[src/pam_pkg.sv]
// Shared constants and carrier types for the autoneg management registers
package pam_pkg;

    // ****************************************
    // Register addresses
    // ****************************************
    localparam logic [4:0] ADDR_ID_HIGH = 5'h02;
    localparam logic [4:0] ADDR_ID_LOW = 5'h03;
    localparam logic [4:0] ADDR_ADV = 5'h04;
    localparam logic [4:0] ADDR_LPA = 5'h05;
    localparam logic [4:0] ADDR_EXP = 5'h06;
    localparam logic [4:0] ADDR_NPTX = 5'h07;
    localparam logic [4:0] ADDR_NPRX = 5'h08;
    localparam logic [4:0] ADDR_IAC = 5'h0D;
    localparam logic [4:0] ADDR_IWIN = 5'h0E;

    // ****************************************
    // Field layouts, write masks and reset values
    // ****************************************
    localparam logic [15:0] ADV_WR_MASK = 16'hAFFF;
    localparam logic [15:0] ADV_RST = 16'h01E1;
    localparam logic [15:0] LPA_MASK = 16'hEFFF;
    localparam logic [15:0] NPTX_WR_MASK = 16'hB7FF;
    localparam logic [15:0] NPTX_RST = 16'h2001;
    localparam int NPTX_TOGGLE = 11;
    localparam logic [15:0] IAC_WR_MASK = 16'hC01F;
    localparam logic [15:0] IAC_RST = 16'h0000;
    localparam int IAC_FN_LO = 14;
    localparam int EXP_PDF = 4;
    localparam int EXP_LPNP = 3;
    localparam int EXP_LNP = 2;
    localparam int EXP_PR = 1;
    localparam int EXP_LPAN = 0;
    localparam logic [15:0] RD_ZERO = 16'h0000;
    localparam logic [15:0] ADDR_STEP = 16'h0001;

    // ****************************************
    // Window function codes
    // ****************************************
    typedef enum logic [1:0] {
        FN_ADDR = 2'h0,
        FN_DATA = 2'h1,
        FN_INC_RW = 2'h2,
        FN_INC_W = 2'h3
    } pam_fn_e;

    // One management access, already decoded from the serial frame
    typedef struct packed {
        logic [4:0] addr;
        logic wr;
        logic rd;
        logic [15:0] wdata;
    } pam_req_s;

    // One access toward the Clause 45 register space
    typedef struct packed {
        logic [4:0] dev;
        logic [15:0] reg_addr;
        logic wr;
        logic rd;
        logic [15:0] wdata;
    } pam_mmd_s;

endpackage : pam_pkg

[src/pam_sticky.sv]
// Latch-high flag that clears when its register is read
`timescale 1ns/1ps
module pam_sticky
    import pam_pkg::*;
(
    input wire logic clk,
    input wire logic rst,
    input wire logic sw_rst,
    input wire logic set,
    input wire logic clr,
    output logic q
);

    // Set beats a clear in the same cycle so no event is lost
    always_ff @(posedge clk or posedge rst) begin
        if (rst) begin
            q <= 1'b0;
        end else if (set) begin
            q <= 1'b1;
        end else if (clr || sw_rst) begin
            q <= 1'b0;
        end
    end
endmodule : pam_sticky

[src/pam_ind_addr.sv]
// Clause 45 register address holder with post increment
`timescale 1ns/1ps
module pam_ind_addr
    import pam_pkg::*;
(
    input wire logic clk,
    input wire logic rst,
    input wire logic sw_rst,
    input wire logic load,
    input wire logic [15:0] load_val,
    input wire logic inc,
    output logic [15:0] addr
);

    // Load and increment never coincide: load is address mode only
    always_ff @(posedge clk or posedge rst) begin
        if (rst) begin
            addr <= RD_ZERO;
        end else if (sw_rst) begin
            addr <= RD_ZERO;
        end else if (load) begin
            addr <= load_val;
        end else if (inc) begin
            addr <= addr + ADDR_STEP;
        end
    end
endmodule : pam_ind_addr

[src/pam_regs.sv]
// Autoneg, identifier and indirect-access management register group
`timescale 1ns/1ps

module pam_regs
    import pam_pkg::*;
#(
    // Identifier fields in register order; values are arbitrary
    parameter logic [21:0] ORG_ID = 22'h2A5A5A,
    parameter logic [5:0] MODEL_NUM = 6'h15,
    parameter logic [3:0] REV_NUM = 4'h3
)
(
    input wire logic clk,
    input wire logic rst,
    input wire logic sw_rst,
    input wire logic page_main,
    input wire pam_req_s req,
    output logic [15:0] reg_rdata,
    output logic reg_rvalid,
    input wire logic lp_base_valid,
    input wire logic [15:0] lp_base_word,
    input wire logic lp_np_valid,
    input wire logic [15:0] lp_np_word,
    input wire logic page_rcvd,
    input wire logic par_det_fault,
    input wire logic lp_np_capable,
    input wire logic lp_an_capable,
    input wire logic tx_lcw_sent,
    input wire logic tx_lcw_toggle,
    output logic [15:0] local_base_page,
    output logic [15:0] local_next_page,
    output pam_mmd_s mmd,
    input wire logic [15:0] mmd_rdata
);

    // ****************************************
    // Storage
    // ****************************************
    logic [15:0] adv_r;
    logic [15:0] nptx_r;
    logic toggle_r;
    logic [15:0] lpa_r;
    logic [15:0] nprx_r;
    logic [15:0] iac_r;
    logic [15:0] id_high;
    logic [15:0] id_low;
    logic [15:0] exp_word;
    logic [15:0] nptx_word;
    logic [15:0] win_addr;
    logic [15:0] rd_nxt;
    logic pdf_q;
    logic pr_q;
    logic wr_ok;
    logic rd_ok;
    logic exp_read;
    logic win_data;
    logic win_load;
    logic win_inc;
    pam_fn_e fn;

    // ****************************************
    // Access qualification
    // ****************************************
    // Outside page zero the whole group stays silent
    assign wr_ok = req.wr && page_main;
    assign rd_ok = req.rd && !req.wr && page_main;
    assign exp_read = rd_ok && (req.addr == ADDR_EXP);
    assign fn = pam_fn_e'(iac_r[15:14]);
    assign win_data = (req.addr == ADDR_IWIN) && (fn != FN_ADDR);

    // Address mode write retargets; data modes step per function
    assign win_load = wr_ok && (req.addr == ADDR_IWIN) &&
        (fn == FN_ADDR);
    assign win_inc = win_data &&
        ((fn == FN_INC_RW && (wr_ok || rd_ok)) ||
         (fn == FN_INC_W && wr_ok));

    // ****************************************
    // Fixed identifier words
    // ****************************************
    assign id_high = ORG_ID[21:6];
    assign id_low = {ORG_ID[5:0], MODEL_NUM, REV_NUM};

    // ****************************************
    // Local advertisement
    // ****************************************
    // Only the writable bits take write data; 14 and 12 stay zero
    always_ff @(posedge clk or posedge rst) begin
        if (rst) begin
            adv_r <= ADV_RST;
        end else if (sw_rst) begin
            adv_r <= ADV_RST;
        end else if (wr_ok && req.addr == ADDR_ADV) begin
            adv_r <= req.wdata & ADV_WR_MASK;
        end
    end

    // Base page goes to the arbitration logic as written
    assign local_base_page = adv_r;

    // ****************************************
    // Next page transmit
    // ****************************************
    always_ff @(posedge clk or posedge rst) begin
        if (rst) begin
            nptx_r <= NPTX_RST;
        end else if (sw_rst) begin
            nptx_r <= NPTX_RST;
        end else if (wr_ok && req.addr == ADDR_NPTX) begin
            nptx_r <= req.wdata & NPTX_WR_MASK;
        end
    end

    // Toggle follows the complement of the word just sent
    always_ff @(posedge clk or posedge rst) begin
        if (rst) begin
            toggle_r <= 1'b0;
        end else if (sw_rst) begin
            toggle_r <= 1'b0;
        end else if (tx_lcw_sent) begin
            toggle_r <= !tx_lcw_toggle;
        end
    end

    always_comb begin
        nptx_word = nptx_r;
        nptx_word[NPTX_TOGGLE] = toggle_r;
    end

    assign local_next_page = nptx_word;

    // ****************************************
    // Partner pages
    // ****************************************
    // Reserved bit 12 of the base page is dropped on capture
    always_ff @(posedge clk or posedge rst) begin
        if (rst) begin
            lpa_r <= RD_ZERO;
        end else if (sw_rst) begin
            lpa_r <= RD_ZERO;
        end else if (lp_base_valid) begin
            lpa_r <= lp_base_word & LPA_MASK;
        end
    end

    always_ff @(posedge clk or posedge rst) begin
        if (rst) begin
            nprx_r <= RD_ZERO;
        end else if (sw_rst) begin
            nprx_r <= RD_ZERO;
        end else if (lp_np_valid) begin
            nprx_r <= lp_np_word;
        end
    end

    // ****************************************
    // Expansion status
    // ****************************************
    pam_sticky u_pdf (
        .clk(clk),
        .rst(rst),
        .sw_rst(sw_rst),
        .set(par_det_fault),
        .clr(exp_read),
        .q(pdf_q)
    );

    pam_sticky u_pr (
        .clk(clk),
        .rst(rst),
        .sw_rst(sw_rst),
        .set(page_rcvd),
        .clr(exp_read),
        .q(pr_q)
    );

    // Bits 15:5 read zero; local next page ability is fixed
    always_comb begin
        exp_word = RD_ZERO;
        exp_word[EXP_PDF] = pdf_q;
        exp_word[EXP_LPNP] = lp_np_capable;
        exp_word[EXP_LNP] = 1'b1;
        exp_word[EXP_PR] = pr_q;
        exp_word[EXP_LPAN] = lp_an_capable;
    end

    // ****************************************
    // Indirect access control and window
    // ****************************************
    always_ff @(posedge clk or posedge rst) begin
        if (rst) begin
            iac_r <= IAC_RST;
        end else if (sw_rst) begin
            iac_r <= IAC_RST;
        end else if (wr_ok && req.addr == ADDR_IAC) begin
            iac_r <= req.wdata & IAC_WR_MASK;
        end
    end

    pam_ind_addr u_win (
        .clk(clk),
        .rst(rst),
        .sw_rst(sw_rst),
        .load(win_load),
        .load_val(req.wdata),
        .inc(win_inc),
        .addr(win_addr)
    );

    // Strobes are registered so the far side sees the address in use
    // before any increment lands
    always_ff @(posedge clk or posedge rst) begin
        if (rst) begin
            mmd <= '0;
        end else begin
            mmd.dev <= iac_r[4:0];
            mmd.reg_addr <= win_addr;
            mmd.wr <= wr_ok && win_data;
            mmd.rd <= rd_ok && win_data;
            mmd.wdata <= req.wdata;
        end
    end

    // ****************************************
    // Read data
    // ****************************************
    // Unlisted addresses answer with zero
    always_comb begin
        case (req.addr)
            ADDR_ID_HIGH: rd_nxt = id_high;
            ADDR_ID_LOW: rd_nxt = id_low;
            ADDR_ADV: rd_nxt = adv_r;
            ADDR_LPA: rd_nxt = lpa_r;
            ADDR_EXP: rd_nxt = exp_word;
            ADDR_NPTX: rd_nxt = nptx_word;
            ADDR_NPRX: rd_nxt = nprx_r;
            ADDR_IAC: rd_nxt = iac_r;
            ADDR_IWIN: rd_nxt = (fn == FN_ADDR) ? win_addr : mmd_rdata;
            default: rd_nxt = RD_ZERO;
        endcase
    end

    always_ff @(posedge clk or posedge rst) begin
        if (rst) begin
            reg_rdata <= RD_ZERO;
            reg_rvalid <= 1'b0;
        end else begin
            reg_rvalid <= rd_ok;
            if (rd_ok) begin
                reg_rdata <= rd_nxt;
            end
        end
    end
endmodule : pam_regs

[config.mk]
export PLATFORM = sky130hd
export DESIGN_NAME = pam_regs
export DESIGN_NICKNAME = d
export VERILOG_FILES = /design/src/pam_pkg.sv /design/src/pam_sticky.sv /design/src/pam_ind_addr.sv /design/src/pam_regs.sv
export SDC_FILE = /design/constraint.sdc
export NUM_CORES = 1
export LEC_CHECK = 0
export BUFFER_PORTS_ARGS = -buffer_cell sky130_fd_sc_hd__clkbuf_2
export CAP_MARGIN = 40
export CORE_AREA = 10 10 131 133
export CTS_BUF_LIST = sky130_fd_sc_hd__clkbuf_4
export DETAILED_ROUTE_END_ITERATION = 8
export DIE_AREA = 0 0 141 143
export HOLD_SLACK_MARGIN = 0.05
export PLACE_DENSITY = 0.67
export SETUP_SLACK_MARGIN = 0.3
export SYNTH_ARGS = -nofsm -noshare
export SYNTH_HDL_FRONTEND = slang
export SYNTH_SLANG_ARGS = --single-unit
[constraint.sdc]
create_clock -name clk -period 4.7 [get_ports clk]
set_clock_uncertainty 0.1 [all_clocks]
set_input_delay 0.235 -clock clk [delete_from_list [all_inputs] [get_ports clk]]
set_output_delay 0.235 -clock clk [all_outputs]
set_load 0.03 [all_outputs]
; Yosys cells after proc, flatten, opt, wreduce, memory -nomap -nowiden
; Index checks and enable logic that the tools add are counted.
[word_totals]
regBits = 155
out_inout_bits = 88
[op_classes]
addsub = 1
n_eq_ne = 11
n_mux = 20
n_reduce_logical = 31
[op_table]
columns = operator, count
row1 = 16-bit two-way mux, 14
row2 = 16-bit case mux with 9 select lines, 1
row3 = "5-bit by 3-bit equality test with 1-bit output, second input constant", 4
row4 = 2-bit nonzero test, 9
row5 = "16-bit by 1-bit adder with 16-bit output, second input constant", 1
row6 = "5-bit by 4-bit equality test with 1-bit output, second input constant", 3
row7 = 1-bit logical AND, 15
row8 = "5-bit by 2-bit equality test with 1-bit output, second input constant", 2
row9 = 1-bit two-way mux, 5
row10 = "2-bit equality test, second input constant", 2
row11 = 1-bit logical OR, 3
row12 = 3-bit nonzero test, 1
row13 = 1-bit zero test, 2
row14 = 2-bit zero test, 1

; Depth between registers and ports, before layout
[logic_depth]
ltp_word = 10
depth_mapped = 8
depth_no_buf = 6

; Cells and area by module
; Synthesis repeated with hierarchy kept, for this count alone.
[hier_totals]
hier_cells = 626
hier_area_um2 = 6483.7
[modules_own_cells]
columns = mod, instances, cells_per_inst, area_each_um2, seq_area_each_um2
row1 = pam_regs, 1, 507, 5386.4, 3086.7
row2 = pam_ind_addr, 1, 111, 1017.2, 400.4
row3 = pam_sticky, 2, 4, 40.0, 25.0

; Least setup slack after synthesis
; Ideal clock, no wire load.
[synth_path]
kind = reg-to-reg
start = register u_win.addr[0]
end = register u_win.addr[12]
setup_time_ns = 0.082
arrival_time_ns = 1.682
slack_ns = 2.836
stages_incl_launch_ff = 7
path_cell_list = dfrtp_1 ha_1 nand4_1 nor3_1 nand3_1 or4_1 a31oi_1
[synth_between]
elab_chain_cells = 4
[synth_lines]
columns = item, line
row1 = start: declaration, pam_ind_addr.sv:12  ; output logic [15:0] addr
row2 = start signal: assignment, pam_ind_addr.sv:22  ; addr <= load_val;
row3 = start signal: assignment, pam_ind_addr.sv:24  ; addr <= addr + ADDR_STEP;
row4 = 16-bit by 1-bit adder with 16-bit output, pam_ind_addr.sv:24
row5 = 16-bit two-way mux, pam_ind_addr.sv:23  ; end else if (inc) begin
row6 = 16-bit two-way mux, pam_ind_addr.sv:21  ; end else if (load) begin
row7 = 16-bit two-way mux, pam_ind_addr.sv:19  ; end else if (sw_rst) begin
; No other way between the ends. The select of a mux whose other input is x is not followed.
; A chain may end at the register's enable or synchronous reset.

; Worst setup path after layout
[layout_path]
start = register iac_r[15]
end = register u_win.addr[14]
[layout_between]
elab_chain_cells = 5
word_cells_on_any_way = 13
cone_classes = eq/ne (2) / mux (2) / reduce/logical (9)
[layout_lines]
columns = item, line
row1 = start: declaration, pam_regs.sv:44  ; logic [15:0] iac_r;
row2 = start signal: assignment, pam_regs.sv:196  ; iac_r <= req.wdata & IAC_WR_MASK;
row3 = "2-bit equality test, on equally long branches", "pam_regs.sv:75, pam_regs.sv:76"
row4 = "1-bit logical AND, on equally long branches", "pam_regs.sv:75, pam_regs.sv:76"
row5 = 1-bit logical OR, pam_regs.sv:75  ; ((fn == FN_INC_RW && (wr_ok || rd_ok)) ||
row6 = 1-bit logical AND, pam_regs.sv:74  ; assign win_inc = win_data &&
row7 = 3-bit nonzero test (no source line), --
; Several ways; a longest one is shown, not always the timed one.

==> impl_metrics.env <==
export IMPL_cts_tree="done"
export IMPL_post_route_cell_area_um2=8310
export IMPL_drv_cap=0
export IMPL_slew_violations=0
export IMPL_synthMuxAreaShare_pct=7.17
export IMPL_crit_chain="a21oi_1 > o21ai_0 > nand4_1 > or4_1 > a31oi_1"
export IMPL_drt_first_iter_violations=591
export IMPL_numCtsBuffers=17
export IMPL_antenna_left=0
export IMPL_syn_to_final_growth_pct=29.4
export IMPL_ctsHtreeMaxLevel=4
export IMPL_clk_pin_slew_worst_paths_ns=0.11
export IMPL_synth_fa_ha_area_share_pct=0.195
export IMPL_placed_area_um2=7410
export IMPL_hold_viol_final=0
export IMPL_p_leak_nw=3.89
export IMPL_grt_usage_pct=20.9
export IMPL_slowest_stage="or4_1"
export IMPL_drive_gt1_share_pct=25.6
export IMPL_antenna_cells=0
export IMPL_port_buffers=166
export IMPL_wl_per_cell_um=20.3
export IMPL_vias=5879
export IMPL_grt_max_degree=58
export IMPL_die_area_um2=20200
export IMPL_die_w_um=141
export IMPL_critPathLaunchType="flop"
export IMPL_wl_um=21300
export IMPL_worstSetupPathType="reg -> reg"
export IMPL_ys_seq_elements=141
export IMPL_synth_edff_count=0
export IMPL_final_nets=938
export IMPL_power_mw=2.37
export IMPL_synth_async_reset_ratio_pct=100
export IMPL_cp_data_arrival_time_ns=2.83
export IMPL_path_buf_inv=0
export IMPL_die_h_um=143
export IMPL_syn_area_per_cell_um2=10.0
export IMPL_yosysSeqAreaShare_pct=55.1
export IMPL_crit_family="simple AND/OR/NAND/NOR gates"
export IMPL_root_buffer="clkbuf_4"
export IMPL_timing_slew_headroom_pct=36.8
export IMPL_io_pin_count=171
export IMPL_cpPeakStageDelay_ns=0.72
export IMPL_worst_pin_slew_ns=0.946
export IMPL_setup_viol=0
export IMPL_gp_congestion=0.870
export IMPL_antenna_found_initial=0
export IMPL_timing_fmax_mhz=407
export IMPL_syn_inst=641
export IMPL_grt_pass1_vias=6026
export IMPL_ys_types=57
export IMPL_rsz0062_at_grt="no"
export IMPL_synth_xor_area_share_pct=0
export IMPL_powerDensity_nw_per_um2=285
export IMPL_coreArea_um2=14400
export IMPL_cts_buffer_depth=2
export IMPL_initial_core_util_pct=44.5
export IMPL_status="finished clean"
export IMPL_tns_ns=0
export IMPL_remaining_drc_errors=0
export IMPL_via_per_inst=5.60
export IMPL_worst_path_max_fanout=17
export IMPL_crit_required_ns=5.07
export IMPL_grt_pass1_wl_um=33200
export IMPL_ir_drop_v=0.000168
export IMPL_ys_warnings_count=0
export IMPL_detail_route_first_pass_iterations=5
export IMPL_nFillCells=1260
export IMPL_ys_flop_type="dfrtp_1"
export IMPL_syn_area_um2=6420
export IMPL_hpwl_um=15600
export IMPL_worstSkewPairLatency_ns=0.56
export IMPL_grt_ovfl_total=0
export IMPL_num_rows=44
export IMPL_cts_num_sinks=141
export IMPL_post_route_period_util_pct=52.2
export IMPL_hp_class="in -> reg"
export IMPL_synth_top_family_by_area="simple AND/OR/NAND/NOR gates"
export IMPL_yosys_area_share_simple_pct=18.7
export IMPL_worst_setup_path_end_kind="flop"
export IMPL_synth_compound_area_share_pct=14.9
export IMPL_final_min_clock_period_ns=2.46
==> kinds of logic after synthesis <==
logic type,after synthesis
compound gates,147
fa+ha+maj,1
buf+inv,55
flops,141
mux,46
other cells,1
simple gates,250
==> path summary, 6_finish.rpt <==
kind                                        from                        endpoint  slack, ns  depth (start not counted)
max in group asynchronous                    rst  local_base_page[7]$_DFFE_PP1P_       3.47                          4
setup reg to reg           iac_r[15]$_DFFE_PP0P_      u_win.addr[14]$_DFFE_PP0P_       2.24                          5
setup / recovery           iac_r[15]$_DFFE_PP0P_      u_win.addr[14]$_DFFE_PP0P_       2.24                          5
hold / removal                     mmd_rdata[12]       reg_rdata[12]$_DFFE_PP0P_       0.12                          5
hold reg to reg             iac_r[2]$_DFFE_PP0P_               mmd[36]$_DFF_PP0_       0.34                          0
min in group asynchronous                    rst            lpa_r[8]$_DFFE_PP0P_       0.13                          3
==> report_power, final <==
part / total, mW / internal [mW] / leakage (nW) / switching, mW
Combinational: 0.257 / 0.105 / 1.84 / 0.152
Sequential: 1.26 / 1.24 / 1.88 / 0.0189
Clock: 0.852 / 0.435 / 0.170 / 0.417
Total: 2.37 / 1.78 / 3.89 / 0.588
==> stage by stage <==
stage	util [%]	instances	setup WS, ns	hold slack (ns)
after floorplan	-	643	0.595	0.166
after global placement	50.8	954	1.93	0.299
after detailed placement	51.3	959	1.85	0.179
after CTS	57.6	1050	2.25	0.0756
after global routing	57.6	1050	2.00	0.127
final	57.6	1050	2.24	0.116
==> worst reg2reg max path: stages (launching register included) <==
cell	delay (ns)
dfrtp_1	0.46
a21oi_1	0.09
o21ai_0	0.20
nand4_1	0.64
or4_1	0.72
a31oi_1	0.17
==> synthesized netlist by cell type, drive strengths merged (2+ instances only) <==
library cell | count | area [µm²]
o32ai | 7 | 61.3
buf | 21 | 124
and4bb | 2 | 25.0
o21ai | 27 | 135
or4 | 4 | 30.0
mux2i | 46 | 460
nor3 | 9 | 50.1
nor2 | 64 | 243
inv | 10 | 37.5
nand2b | 3 | 18.8
nor2b | 12 | 75.1
nor4 | 9 | 62.6
nand4b | 2 | 17.5
dfstp | 7 | 184
dfrtp | 134 | 3350
a211oi | 6 | 45.0
a31oi | 8 | 50.1
nand3b | 11 | 82.6
a22o | 13 | 114
nand3 | 10 | 50.1
o31a | 2 | 17.5
nand4 | 5 | 31.3
a2bb2oi | 5 | 43.8
a22oi | 7 | 52.6
clkbuf | 24 | 90.1
or2 | 2 | 12.5
a21o | 6 | 45.0
o211ai | 2 | 15.0
a221oi | 6 | 52.6
and3 | 5 | 36.3
nor4b | 3 | 32.5
o2bb2ai | 5 | 43.8
nand2 | 103 | 387
a21oi | 48 | 240
==> layout make-up <==
| cell class | count | area [µm²] | share of cell area [%] |
|---|---|---|---|
| timing repair buffer | 237 | 1550 | 18.7 |
| clock buffer | 21 | 158 | 1.90 |
| tap | 184 | 230 | 2.77 |
| multi-input combinational | 447 | 2640 | 31.8 |
| clock inverter | 10 | 146 | 1.76 |
| inverter | 10 | 42.5 | 0.512 |
| sequential | 141 | 3540 | 42.6 |
==> cells in the final DEF (no fill, tap or decap), types with 6 or more instances in the layout <==
master / netlist / final
nor4_1: 8 / 8
o32ai_1: 7 / 7
dfrtp_1: 134 / 134
nand2_1: 103 / 103
a31oi_1: 8 / 8
nor3_1: 8 / 8
o21ai_0: 25 / 24
mux2i_1: 46 / 46
dlygate4sd3_1: 0 / 60
a221oi_1: 6 / 6
inv_1: 10 / 9
nand3_1: 10 / 10
clkbuf_4: 0 / 21
a211oi_1: 6 / 6
a21oi_1: 48 / 48
dfstp_2: 7 / 7
nand3b_1: 11 / 11
nor2_1: 63 / 63
buf_4: 6 / 8
clkbuf_2: 0 / 166
a21o_1: 6 / 6
a22oi_1: 7 / 7
a22o_1: 13 / 13
nor2b_1: 12 / 12
==> state kept, by name, indices dropped and copies added (netlist names) <==
signal and cells:
mmd 39, nprx_r 16, reg_rdata 16, u_win.addr 16, lpa_r 15, local_base_page 14, nptx_r 14, iac_r 7
reg_rvalid 1, toggle_r 1, u_pdf.q 1, u_pr.q 1
==> timing repair <==
action,CTS,global route
hold buffers,60,0
gates resized for setup,0,0
hold endpoints to repair,202,0
setup buffers,0,0
==> metal layers <==
metal,track usage [%],share of wire [%],vias up
met2,33.8,48,268
met5,0,0,-
met4,6.58,1.9,0
li1,-,-,2705
met1,26.2,41,2877
met3,6.50,8.7,29
Note: power is estimated with default switching activity, not from simulation.
